File: config.mk
export PLATFORM = sky130hd
export DESIGN_NAME = aimx_config_regs
export DESIGN_NICKNAME = d
export VERILOG_FILES = /design/src/verilog/aimx_pkg.sv /design/src/verilog/aimx_config_regs.sv
export SDC_FILE = /design/constraint.sdc
export NUM_CORES = 1
export LEC_CHECK = 0
export ABC_CLOCK_PERIOD_IN_PS = 3300
export BUFFER_PORTS_ARGS = -buffer_cell sky130_fd_sc_hd__clkbuf_2
export CAP_MARGIN = 20
export CORE_MARGIN = 2
export CORE_UTILIZATION = 45
export DETAILED_ROUTE_END_ITERATION = 16
export PLACE_DENSITY = 0.72
export RECOVER_POWER = 25
export SLEW_MARGIN = 20
export SYNTH_ARGS = -nofsm -noshare
export SYNTH_HDL_FRONTEND = slang
export SYNTH_SLANG_ARGS = --single-unit
File: constraint.sdc
create_clock -name clock -period 3.3 [get_ports clock]
set_clock_uncertainty 0.1 [all_clocks]
set_input_delay 0.33 -clock clock [delete_from_list [all_inputs] [get_ports clock]]
set_output_delay 0.33 -clock clock [all_outputs]
set_load 0.1 [all_outputs]
File: src/verilog/aimx_pkg.sv
// Register map, field layout and codes for the input mux and reference block
// Contract
// - Burnout code 00 turns the detect source off, 01 enables 0.5uA, 10 2uA.
// - The positive select code N routes analog input N, default input 0.
// - The negative select code N routes analog input N, default input 1.
// - A set bias bit biases its input to midsupply, all clear after reset.
// - Bias bit 0 serves analog input 0 and higher bits higher inputs.
// - Control bit 7 is read-only and shows 1 while the external clock runs.
// - Reference code 00 keeps the internal reference off and 01 keeps it on.
// - Codes 10/11 power the reference for conversions, off on shutdown/start low.
// - Excitation current sources never run while the reference is off.
// - The control register at index 02h resets to 00h with the set layout.
// - A non-normal monitor selection overrides input selects and bias.
// - Reference select picks pair 0, pair 1, onboard, or onboard onto pair 0.
package aimx_pkg;

    // Register indices; byte address is four times the index
    localparam logic [7:0] IDX_INPUT_SEL = 8'h00;
    localparam logic [7:0] IDX_BIAS = 8'h01;
    localparam logic [7:0] IDX_CLK_REF = 8'h02;

    localparam logic [7:0] RST_INPUT_SEL = 8'h01;
    localparam logic [7:0] RST_BIAS = 8'h00;
    localparam logic [6:0] RST_CLK_REF = 7'h00;

    localparam int BURNOUT_LSB = 6;
    localparam int POS_LSB = 3;
    localparam int NEG_LSB = 0;
    localparam int OSC_FLAG_BIT = 7;
    localparam int REFCTRL_LSB = 5;
    localparam int REFSEL_LSB = 3;
    localparam int MON_LSB = 0;

    localparam logic [1:0] BURN_OFF = 2'h0;
    localparam logic [1:0] BURN_HALF = 2'h1;
    localparam logic [1:0] BURN_TWO = 2'h2;
    localparam logic [1:0] BURN_MAX = 2'h3;

    localparam logic [1:0] REFCTRL_OFF = 2'h0;
    localparam logic [1:0] REFCTRL_ON = 2'h1;

    localparam logic [1:0] REFSEL_PAIR0 = 2'h0;
    localparam logic [1:0] REFSEL_PAIR1 = 2'h1;
    localparam logic [1:0] REFSEL_ONBOARD = 2'h2;
    localparam logic [1:0] REFSEL_ONBOARD_PAIR0 = 2'h3;

    localparam logic [2:0] MON_NORMAL = 3'h0;

endpackage : aimx_pkg
File: src/verilog/aimx_config_regs.sv
// APB register bank steering input mux, bias, burnout and reference
module aimx_config_regs #(
    parameter int NUM_INPUTS = 8,
    parameter int ADDR_W = 8
) (
    input wire logic clock,
    input wire logic rst_n,
    input wire logic psel,
    input wire logic penable,
    input wire logic pwrite,
    input wire logic [ADDR_W-1:0] paddr,
    input wire logic [31:0] pwdata,
    input wire logic [3:0] pstrb,
    output logic [31:0] prdata,
    output logic pready,
    output logic pslverr,
    input wire logic ext_osc_active,
    input wire logic start_pin,
    input wire logic conversion_active,
    input wire logic shutdown_cmd,
    input wire logic excitation_request,
    output logic [7:0] pos_switch_en,
    output logic [7:0] neg_switch_en,
    output logic [7:0] bias_enable,
    output logic burnout_half_ua_en,
    output logic burnout_two_ua_en,
    output logic burnout_max_en,
    output logic internal_reference_on,
    output logic excitation_current_en,
    output logic ref_pair0_sel,
    output logic ref_pair1_sel,
    output logic ref_onboard_sel,
    output logic ref_onboard_to_pair0,
    output logic monitor_active,
    output logic [2:0] monitor_sel
);

    localparam logic [ADDR_W-1:0] ADDR_SEL =
        ADDR_W'({aimx_pkg::IDX_INPUT_SEL, 2'b00});
    localparam logic [ADDR_W-1:0] ADDR_BIAS =
        ADDR_W'({aimx_pkg::IDX_BIAS, 2'b00});
    localparam logic [ADDR_W-1:0] ADDR_CTL =
        ADDR_W'({aimx_pkg::IDX_CLK_REF, 2'b00});
    localparam logic [7:0] INPUT_MASK =
        8'((16'h1 << NUM_INPUTS) - 16'h1);

    logic [7:0] input_select_burnout_ctrl_reg;
    logic [7:0] input_bias_enables_reg;
    logic [6:0] clock_reference_monitor_ctrl_reg;
    logic [1:0] osc_sync_reg;
    logic [1:0] start_sync_reg;
    logic ref_auto_reg;
    logic ref_auto_next;
    logic [31:0] prdata_reg;

    // Bus decode
    wire setup = psel & ~penable;
    wire access = psel & penable;
    wire hit_sel = (paddr == ADDR_SEL);
    wire hit_bias = (paddr == ADDR_BIAS);
    wire hit_ctl = (paddr == ADDR_CTL);
    wire mapped = hit_sel | hit_bias | hit_ctl;
    // Registers are one byte wide, so only lane 0 carries a write
    wire wr_en = access & pwrite & mapped & pstrb[0];
    wire wr_sel = wr_en & hit_sel;
    wire wr_bias = wr_en & hit_bias;
    wire wr_ctl = wr_en & hit_ctl;

    assign pready = 1'b1;
    assign pslverr = access & ~mapped;
    assign prdata = prdata_reg;

    // Field views
    wire [1:0] burnout_current_sel =
        input_select_burnout_ctrl_reg[aimx_pkg::BURNOUT_LSB +: 2];
    wire [2:0] pos_input_sel =
        input_select_burnout_ctrl_reg[aimx_pkg::POS_LSB +: 3];
    wire [2:0] neg_input_sel =
        input_select_burnout_ctrl_reg[aimx_pkg::NEG_LSB +: 3];
    wire [1:0] internal_reference_ctrl =
        clock_reference_monitor_ctrl_reg[aimx_pkg::REFCTRL_LSB +: 2];
    wire [1:0] reference_input_sel =
        clock_reference_monitor_ctrl_reg[aimx_pkg::REFSEL_LSB +: 2];
    wire [2:0] system_monitor_sel =
        clock_reference_monitor_ctrl_reg[aimx_pkg::MON_LSB +: 3];
    wire oscillator_source_flag = osc_sync_reg[1];
    wire mon_normal = (system_monitor_sel == aimx_pkg::MON_NORMAL);

    // Codes naming absent inputs are kept but read as zero
    wire pos_present = INPUT_MASK[pos_input_sel];
    wire neg_present = INPUT_MASK[neg_input_sel];
    wire [2:0] pos_rd = pos_present ? pos_input_sel : 3'h0;
    wire [2:0] neg_rd = neg_present ? neg_input_sel : 3'h0;

    wire [7:0] rd_sel = {burnout_current_sel, pos_rd, neg_rd};
    wire [7:0] rd_bias = input_bias_enables_reg;
    wire [7:0] rd_ctl = {oscillator_source_flag,
                         clock_reference_monitor_ctrl_reg};
    wire [7:0] rd_byte = hit_sel ? rd_sel :
                         hit_bias ? rd_bias :
                         hit_ctl ? rd_ctl : 8'h00;

    // Read data is captured in setup so it is a flop during access
    always_ff @(posedge clock or negedge rst_n) begin
        if (!rst_n) begin
            prdata_reg <= 32'h0000_0000;
        end else if (setup & ~pwrite) begin
            prdata_reg <= {24'h00_0000, rd_byte};
        end
    end

    // Pin inputs, two stages each before use
    always_ff @(posedge clock or negedge rst_n) begin
        if (!rst_n) begin
            osc_sync_reg <= 2'b00;
            start_sync_reg <= 2'b00;
        end else begin
            osc_sync_reg <= {osc_sync_reg[0], ext_osc_active};
            start_sync_reg <= {start_sync_reg[0], start_pin};
        end
    end

    // Register storage
    always_ff @(posedge clock or negedge rst_n) begin
        if (!rst_n) begin
            input_select_burnout_ctrl_reg <= aimx_pkg::RST_INPUT_SEL;
        end else if (wr_sel) begin
            input_select_burnout_ctrl_reg <= pwdata[7:0];
        end
    end

    always_ff @(posedge clock or negedge rst_n) begin
        if (!rst_n) begin
            input_bias_enables_reg <= aimx_pkg::RST_BIAS;
        end else if (wr_bias) begin
            input_bias_enables_reg <= pwdata[7:0] & INPUT_MASK;
        end
    end

    // Bit 7 has no storage: writes to it are dropped
    always_ff @(posedge clock or negedge rst_n) begin
        if (!rst_n) begin
            clock_reference_monitor_ctrl_reg <= aimx_pkg::RST_CLK_REF;
        end else if (wr_ctl) begin
            clock_reference_monitor_ctrl_reg <= pwdata[6:0];
        end
    end

    // Follow mode: shutdown or start low beats a running conversion
    always_comb begin
        ref_auto_next = ref_auto_reg;
        if (shutdown_cmd || !start_sync_reg[1]) begin
            ref_auto_next = 1'b0;
        end else if (conversion_active) begin
            ref_auto_next = 1'b1;
        end
    end

    always_ff @(posedge clock or negedge rst_n) begin
        if (!rst_n) begin
            ref_auto_reg <= 1'b0;
        end else begin
            ref_auto_reg <= ref_auto_next;
        end
    end

    wire ref_on_next =
        (internal_reference_ctrl == aimx_pkg::REFCTRL_ON) |
        (internal_reference_ctrl[1] & ref_auto_reg);
    // Same edge as the reference, so current never leads it
    wire exc_next = excitation_request & ref_on_next;

    // Input switches, one per analog input
    logic [7:0] pos_next;
    logic [7:0] neg_next;
    logic [7:0] bias_next;
    genvar gi;
    generate
        for (gi = 0; gi < 8; gi++) begin : g_input
            if (gi < NUM_INPUTS) begin : g_present
                assign pos_next[gi] =
                    mon_normal & (pos_input_sel == 3'(gi));
                assign neg_next[gi] =
                    mon_normal & (neg_input_sel == 3'(gi));
                assign bias_next[gi] =
                    mon_normal & input_bias_enables_reg[gi];
            end else begin : g_absent
                assign pos_next[gi] = 1'b0;
                assign neg_next[gi] = 1'b0;
                assign bias_next[gi] = 1'b0;
            end
        end
    endgenerate

    wire [2:0] burn_next = {
        burnout_current_sel == aimx_pkg::BURN_MAX,
        burnout_current_sel == aimx_pkg::BURN_TWO,
        burnout_current_sel == aimx_pkg::BURN_HALF};

    wire [3:0] refsel_next = {
        reference_input_sel == aimx_pkg::REFSEL_ONBOARD_PAIR0,
        reference_input_sel[1],
        reference_input_sel == aimx_pkg::REFSEL_PAIR1,
        reference_input_sel == aimx_pkg::REFSEL_PAIR0};

    always_ff @(posedge clock or negedge rst_n) begin
        if (!rst_n) begin
            pos_switch_en <= 8'h00;
            neg_switch_en <= 8'h00;
            bias_enable <= 8'h00;
        end else begin
            pos_switch_en <= pos_next;
            neg_switch_en <= neg_next;
            bias_enable <= bias_next;
        end
    end

    always_ff @(posedge clock or negedge rst_n) begin
        if (!rst_n) begin
            {burnout_max_en, burnout_two_ua_en, burnout_half_ua_en} <= 3'h0;
            {ref_onboard_to_pair0, ref_onboard_sel, ref_pair1_sel,
             ref_pair0_sel} <= 4'h0;
        end else begin
            {burnout_max_en, burnout_two_ua_en, burnout_half_ua_en} <=
                burn_next;
            {ref_onboard_to_pair0, ref_onboard_sel, ref_pair1_sel,
             ref_pair0_sel} <= refsel_next;
        end
    end

    always_ff @(posedge clock or negedge rst_n) begin
        if (!rst_n) begin
            internal_reference_on <= 1'b0;
            excitation_current_en <= 1'b0;
            monitor_active <= 1'b0;
            monitor_sel <= 3'h0;
        end else begin
            internal_reference_on <= ref_on_next;
            excitation_current_en <= exc_next;
            monitor_active <= ~mon_normal;
            monitor_sel <= system_monitor_sel;
        end
    end
endmodule : aimx_config_regs

Yosys cells after proc, flatten, opt, wreduce, memory -nomap -nowiden
Memory sizes are Yosys's and may differ from the RTL's.
Cells that the tools add are included.
W data, S select, Z words.
{"block": "word_totals", "ff_bits": 73, "memories": 2, "rom_bits": 16, "input_bits": 54}
{"block": "op_classes", "reduce_logical": 8, "n_eq_ne": 22, "muxes": 9, "magnitude_cmp": 2, "n_bitwise": 43}
{"memory": "(no name shown)", "depth": 8, "width": 1, "read_ports": 1, "rd_clocked_by_memory_dff": 0, "write_ports": 0, "line_no": "aimx_config_regs.sv:91", "rtl": "wire neg_present = INPUT_MASK[neg_input_sel];"}
{"memory": "(no name shown)", "depth": 8, "width": 1, "read_ports": 1, "rd_clocked_by_memory_dff": 0, "write_ports": 0, "line_no": "aimx_config_regs.sv:90", "rtl": "wire pos_present = INPUT_MASK[pos_input_sel];"}
{"operator": "$and A1 B1 Y1", "n": 36}
{"operator": "$eq A3 B3 Y1 const B", "n": 8}
{"operator": "$mux W8", "n": 3}
{"operator": "$eq A3 B2 Y1 const B", "n": 4}
{"operator": "$logic_not A3 Y1", "n": 3}
{"operator": "$eq A8 B3 Y1 const B", "n": 1}
{"operator": "$eq A8 B4 Y1 const B", "n": 1}
{"operator": "$logic_not A8 Y1", "n": 1}
{"operator": "$lt A3 B4 Y1 const B", "n": 2}
{"operator": "$eq A2 B1 Y1 const B", "n": 3}
{"operator": "$eq A2 B2 Y1 const B", "n": 3}
{"operator": "$eq A3 B1 Y1 const B", "n": 2}
{"operator": "$mux W3", "n": 2}
{"operator": "$mux W1", "n": 4}
{"operator": "$not A1 Y1", "n": 4}
{"operator": "$or A1 B1 Y1", "n": 3}
{"operator": "$logic_not A2 Y1", "n": 1}
{"operator": "$reduce_bool A2 Y1", "n": 1}
{"operator": "$logic_not A1 Y1", "n": 1}
{"operator": "$logic_or A1 B1 Y1", "n": 1}

Depth between registers and ports, before layout
{"block": "depth", "depth_word": 6, "mapped_depth": 5, "ltp_nobuf": 3}

Worst setup path before layout
OpenSTA, ideal clock, no wires.
{"block": "synth_timing", "kind": "input to output", "startpoint": "in paddr[2]", "endpoint": "out pslverr", "setup_slack_ns": 0.357, "arrival_time_ns": 2.513, "required_ns": 2.870, "path_stages": 4, "cell_sequence": "clkbuf_1 -> clkbuf_1 -> nand2_1 -> a31oi_1"}
{"block": "synth_between", "elab_chain_cells": 5}
{"element": "start: declaration", "line_no": "aimx_config_regs.sv:11", "rtl": "input wire logic [ADDR_W-1:0] paddr,"}
{"element": "$eq A8 B3 Y1 / $logic_not A8 Y1 (equally long branches)", "line_no": "aimx_config_regs.sv:60, aimx_config_regs.sv:59"}
{"element": "$or A1 B1 Y1", "line_no": "aimx_config_regs.sv:62", "rtl": "wire mapped = hit_sel | hit_bias | hit_ctl;"}
{"element": "$or A1 B1 Y1 (*)", "line_no": "aimx_config_regs.sv:62"}
{"element": "$not A1 Y1 (*)", "line_no": "aimx_config_regs.sv:70", "rtl": "assign pslverr = access & ~mapped;"}
{"element": "$and A1 B1 Y1 (*)", "line_no": "aimx_config_regs.sv:70"}
{"element": "end: declaration", "line_no": "aimx_config_regs.sv:16", "rtl": "output logic pslverr,"}
Every way passes the cells marked *; elsewhere a longest branch is shown, timed or not.

Final worst setup path
{"block": "layout_timing", "startpoint": "in paddr[2]", "endpoint": "reg input_select_burnout_ctrl_reg[3]"}
{"block": "layout_between", "elab_chain_cells": 6}
{"element": "$eq A8 B3 Y1 / $logic_not A8 Y1 (equally long branches)", "line_no": "aimx_config_regs.sv:60, aimx_config_regs.sv:59"}
{"element": "$or A1 B1 Y1 (2 in a row)", "line_no": "aimx_config_regs.sv:62"}
{"element": "$and A1 B1 Y1 (2 in a row)", "line_no": "aimx_config_regs.sv:64", "rtl": "wire wr_en = access & pwrite & mapped & pstrb[0];"}
{"element": "$and A1 B1 Y1 (*)", "line_no": "aimx_config_regs.sv:65", "rtl": "wire wr_sel = wr_en & hit_sel;"}
{"element": "end signal: assignment", "line_no": "aimx_config_regs.sv:126", "rtl": "input_select_burnout_ctrl_reg <= aimx_pkg::RST_INPUT_SEL;"}
{"element": "end signal: assignment", "line_no": "aimx_config_regs.sv:128", "rtl": "input_select_burnout_ctrl_reg <= pwdata[7:0];"}
{"element": "end: declaration", "line_no": "aimx_config_regs.sv:47", "rtl": "logic [7:0] input_select_burnout_ctrl_reg;"}
Marks and branches as above.
A chain may end at the register's enable or synchronous reset.

==> impl_metrics.env <==
export IMPL_drc=0
export IMPL_syn_area_mm2=0.00290
export IMPL_synthDistinctLibCells=27
export IMPL_synth_edf_count=0
export IMPL_clk_pin_slew_worst_paths_ns=0.07
export IMPL_finalCritPeriodShare_pct=65.3
export IMPL_hold_path_depth=2
export IMPL_vdd_drop_max_mv=0.275
export IMPL_timing_rr_end="pos_switch_en[4]$_DFF_PN0_"
export IMPL_timing_slew_headroom_pct=-14.2
export IMPL_async_flop_share_pct=100
export IMPL_core_area_mm2=0.00628
export IMPL_cp_start_kind="primary input"
export IMPL_initial_utilization_pct=46.2
export IMPL_finalSetupViolations=0
export IMPL_num_vias=1872
export IMPL_grt_max_degree=74
export IMPL_htreeDepth=3
export IMPL_ys_warn_count=0
export IMPL_finalSetupTns_ns=0
export IMPL_fp_dieArea_mm2=0.00711
export IMPL_layout_drive_gt1_share_pct=37.2
export IMPL_cts_buffer_depth=2
export IMPL_area_growth_pct=19.5
export IMPL_instances_no_fill=389
export IMPL_yosys_most_used_dff="dfrtp_1"
export IMPL_cp_arrival_ns=2.28
export IMPL_fillerInstances=519
export IMPL_r2r_start="clock_reference_monitor_ctrl_reg[2]$_DFFE_PN0P_"
export IMPL_crit_fanout=20
export IMPL_worstPathRequired_ns=3.43
export IMPL_clk_latency_ns=0.34
export IMPL_cts_setup_buffers=0
export IMPL_dp_hpwl_um=3640
export IMPL_p_per_area_mw_per_mm2=542
export IMPL_hold_path_startpoint="shutdown_cmd"
export IMPL_ant_nets=0
export IMPL_status="complete, but fails checks"
export IMPL_antenna_found_initial=0
export IMPL_gp_congestion=0.715
export IMPL_worst_slew_pin_transition_ns=1.71
export IMPL_drv_cap=1
export IMPL_hold_class="in -> reg"
export IMPL_drv_slew=74
export IMPL_grt_pass1_vias=1723
export IMPL_grt_overflow=0
export IMPL_worst_r2r_path_depth=4
export IMPL_numCtsBuffers=9
export IMPL_antenna_cells=0
export IMPL_ys_ff_latch=73
export IMPL_cts_resized=0
export IMPL_root_buffer="clkbuf_8"
export IMPL_tritoncts="yes"
export IMPL_fin_nets=361
export IMPL_postSynthCellCount=229
export IMPL_dp_cells=371
export IMPL_numClockSinks=73
export IMPL_grt_first_pass_wirelength_um=8490
export IMPL_drt_pass1_iter_count=4
export IMPL_fp_row_count=29
export IMPL_die_height_um=84.3
export IMPL_viasPerCell=4.81
export IMPL_drt_initial_drc_count=80
export IMPL_violations="max-capacitance violations, max-slew violations"
export IMPL_grt_usage_pct=15.4
export IMPL_routedWlPerCell_um=13.7
export IMPL_min_to="ref_auto_reg$_DFFE_PN0P_"
export IMPL_avgSynthCellArea_um2=12.7
export IMPL_rsz0062_at_grt="false"
export IMPL_ioPinCount=125
export IMPL_final_hold_violation_count=0
export IMPL_wirelength_um=5350
export IMPL_port_buffers=72
export IMPL_p_leak_nw=1.85
export IMPL_end_kind="flip-flop"
export IMPL_fin_crit_ns=2.15
export IMPL_r2r_slack_ns=1.84
export IMPL_die_x_um=84.3
export IMPL_worst_setup_path_type="in -> reg"
export IMPL_cts_hold_buf=2
export IMPL_maxClockFrequency_ghz=0.464
export IMPL_synth_seq_area_share_pct=63.0
[cells by family (layout without fill, tap and decap cells)]
logic type	Yosys count	after routing	synth area share, %
multiplexers	24	24	9.31
other	2	25	0.259
buffers and inverters	33	93	7.63
flip-flops	73	73	63.0
AND/OR/NAND/NOR	80	80	15.8
AO/OA/AOI/OAI	17	17	4.01
[how the worst max path moves through the flow]
stage,start,endpoint
6_report,paddr[2],input_select_burnout_ctrl_reg[3]$_DFFE_PN0P_
3_3_place_gp,paddr[2],input_select_burnout_ctrl_reg[3]$_DFFE_PN0P_
2_1_floorplan,paddr[2],pslverr
5_1_grt,paddr[2],input_select_burnout_ctrl_reg[3]$_DFFE_PN0P_
4_1_cts,paddr[2],input_select_burnout_ctrl_reg[3]$_DFFE_PN0P_
3_5_place_dp,paddr[2],input_select_burnout_ctrl_reg[5]$_DFFE_PN0P_
[cell usage after synthesis, types with 2 or more instances]
master,number,area share [%]
dfrtp_1,72,62
nand4_1,2,0.43
buf_4,25,6.5
nor2b_1,13,2.8
nand2_1,14,1.8
and2_1,11,2.4
conb_1,2,0.26
o21ai_0,7,1.2
mux2_2,24,9.3
or4_1,2,0.52
buf_2,3,0.52
nand2b_1,12,2.6
nor4_1,3,0.65
nor2_1,9,1.2
nor3_1,9,1.6
o221ai_1,8,2.4
clkbuf_1,3,0.39
[cells in the final DEF (no fill, tap or decap), types with 2 or more instances in the layout]
cell type	count
and2_1	10
bufinv_16	2
clkbuf_2	72
clkbuf_8	9
clkinv_2	3
conb_1	25
dfrtp_1	72
dlygate4sd3_1	2
mux2_2	24
nand2_1	14
nand2b_1	12
nand4_1	2
nor2_1	9
nor2b_1	13
nor3_1	9
nor4_1	3
o21ai_0	7
o221ai_1	8
or4_1	2
[critical path: stages]
cell      delay [ns]
clkbuf_2        0.26
or4_1           0.73
nor3b_4         0.56
mux2_2          0.39
[metal layers]
metal | vias up | part of all wire (%) | GRT usage [%]
li1 | 886 | - | -
met1 | 912 | 47 | 21.7
met2 | 71 | 45 | 22.9
met3 | 3 | 6.7 | 5.80
met4 | 0 | 0.80 | 3.08
met5 | - | 0 | 0
[through the flow]
stage               hold WS, ns  total power (W)  utilization (%)  setup slack [ns]  cell area [um2]
floorplan               -0.0656          0.00113                -             0.357             2990
global placement          0.232          0.00115             51.6             0.808             3240
detailed placement        0.242          0.00116             51.6             0.784             3240
CTS                      0.0285          0.00190             55.3              1.15             3470
global route             0.0257          0.00195             55.3              1.06             3470
finish                   0.0412          0.00188             55.3              1.15             3470
[layout make-up]
| cell class | count | area [um2] | share of cell area (%) |
|---|---|---|---|
| Sequential cell | 73 | 1830 | 52.7 |
| Multi-Input combinational cell | 146 | 938 | 27.1 |
| Timing Repair Buffer | 75 | 388 | 11.2 |
| Clock buffer | 10 | 128 | 3.68 |
| Tap cell | 77 | 96.3 | 2.78 |
| Clock inverter | 6 | 82.6 | 2.38 |
| Inverter | 2 | 7.51 | 0.216 |
[power breakdown]
| part | internal, W | switching [W] | total [W] |
|---|---|---|---|
| clock network | 0.000422 | 0.000316 | 0.000738 |
| logic | 0.0000275 | 0.000204 | 0.000232 |
| registers | 0.000904 | 0.00000453 | 0.000908 |
Note: power is estimated with default switching activity, not from simulation.
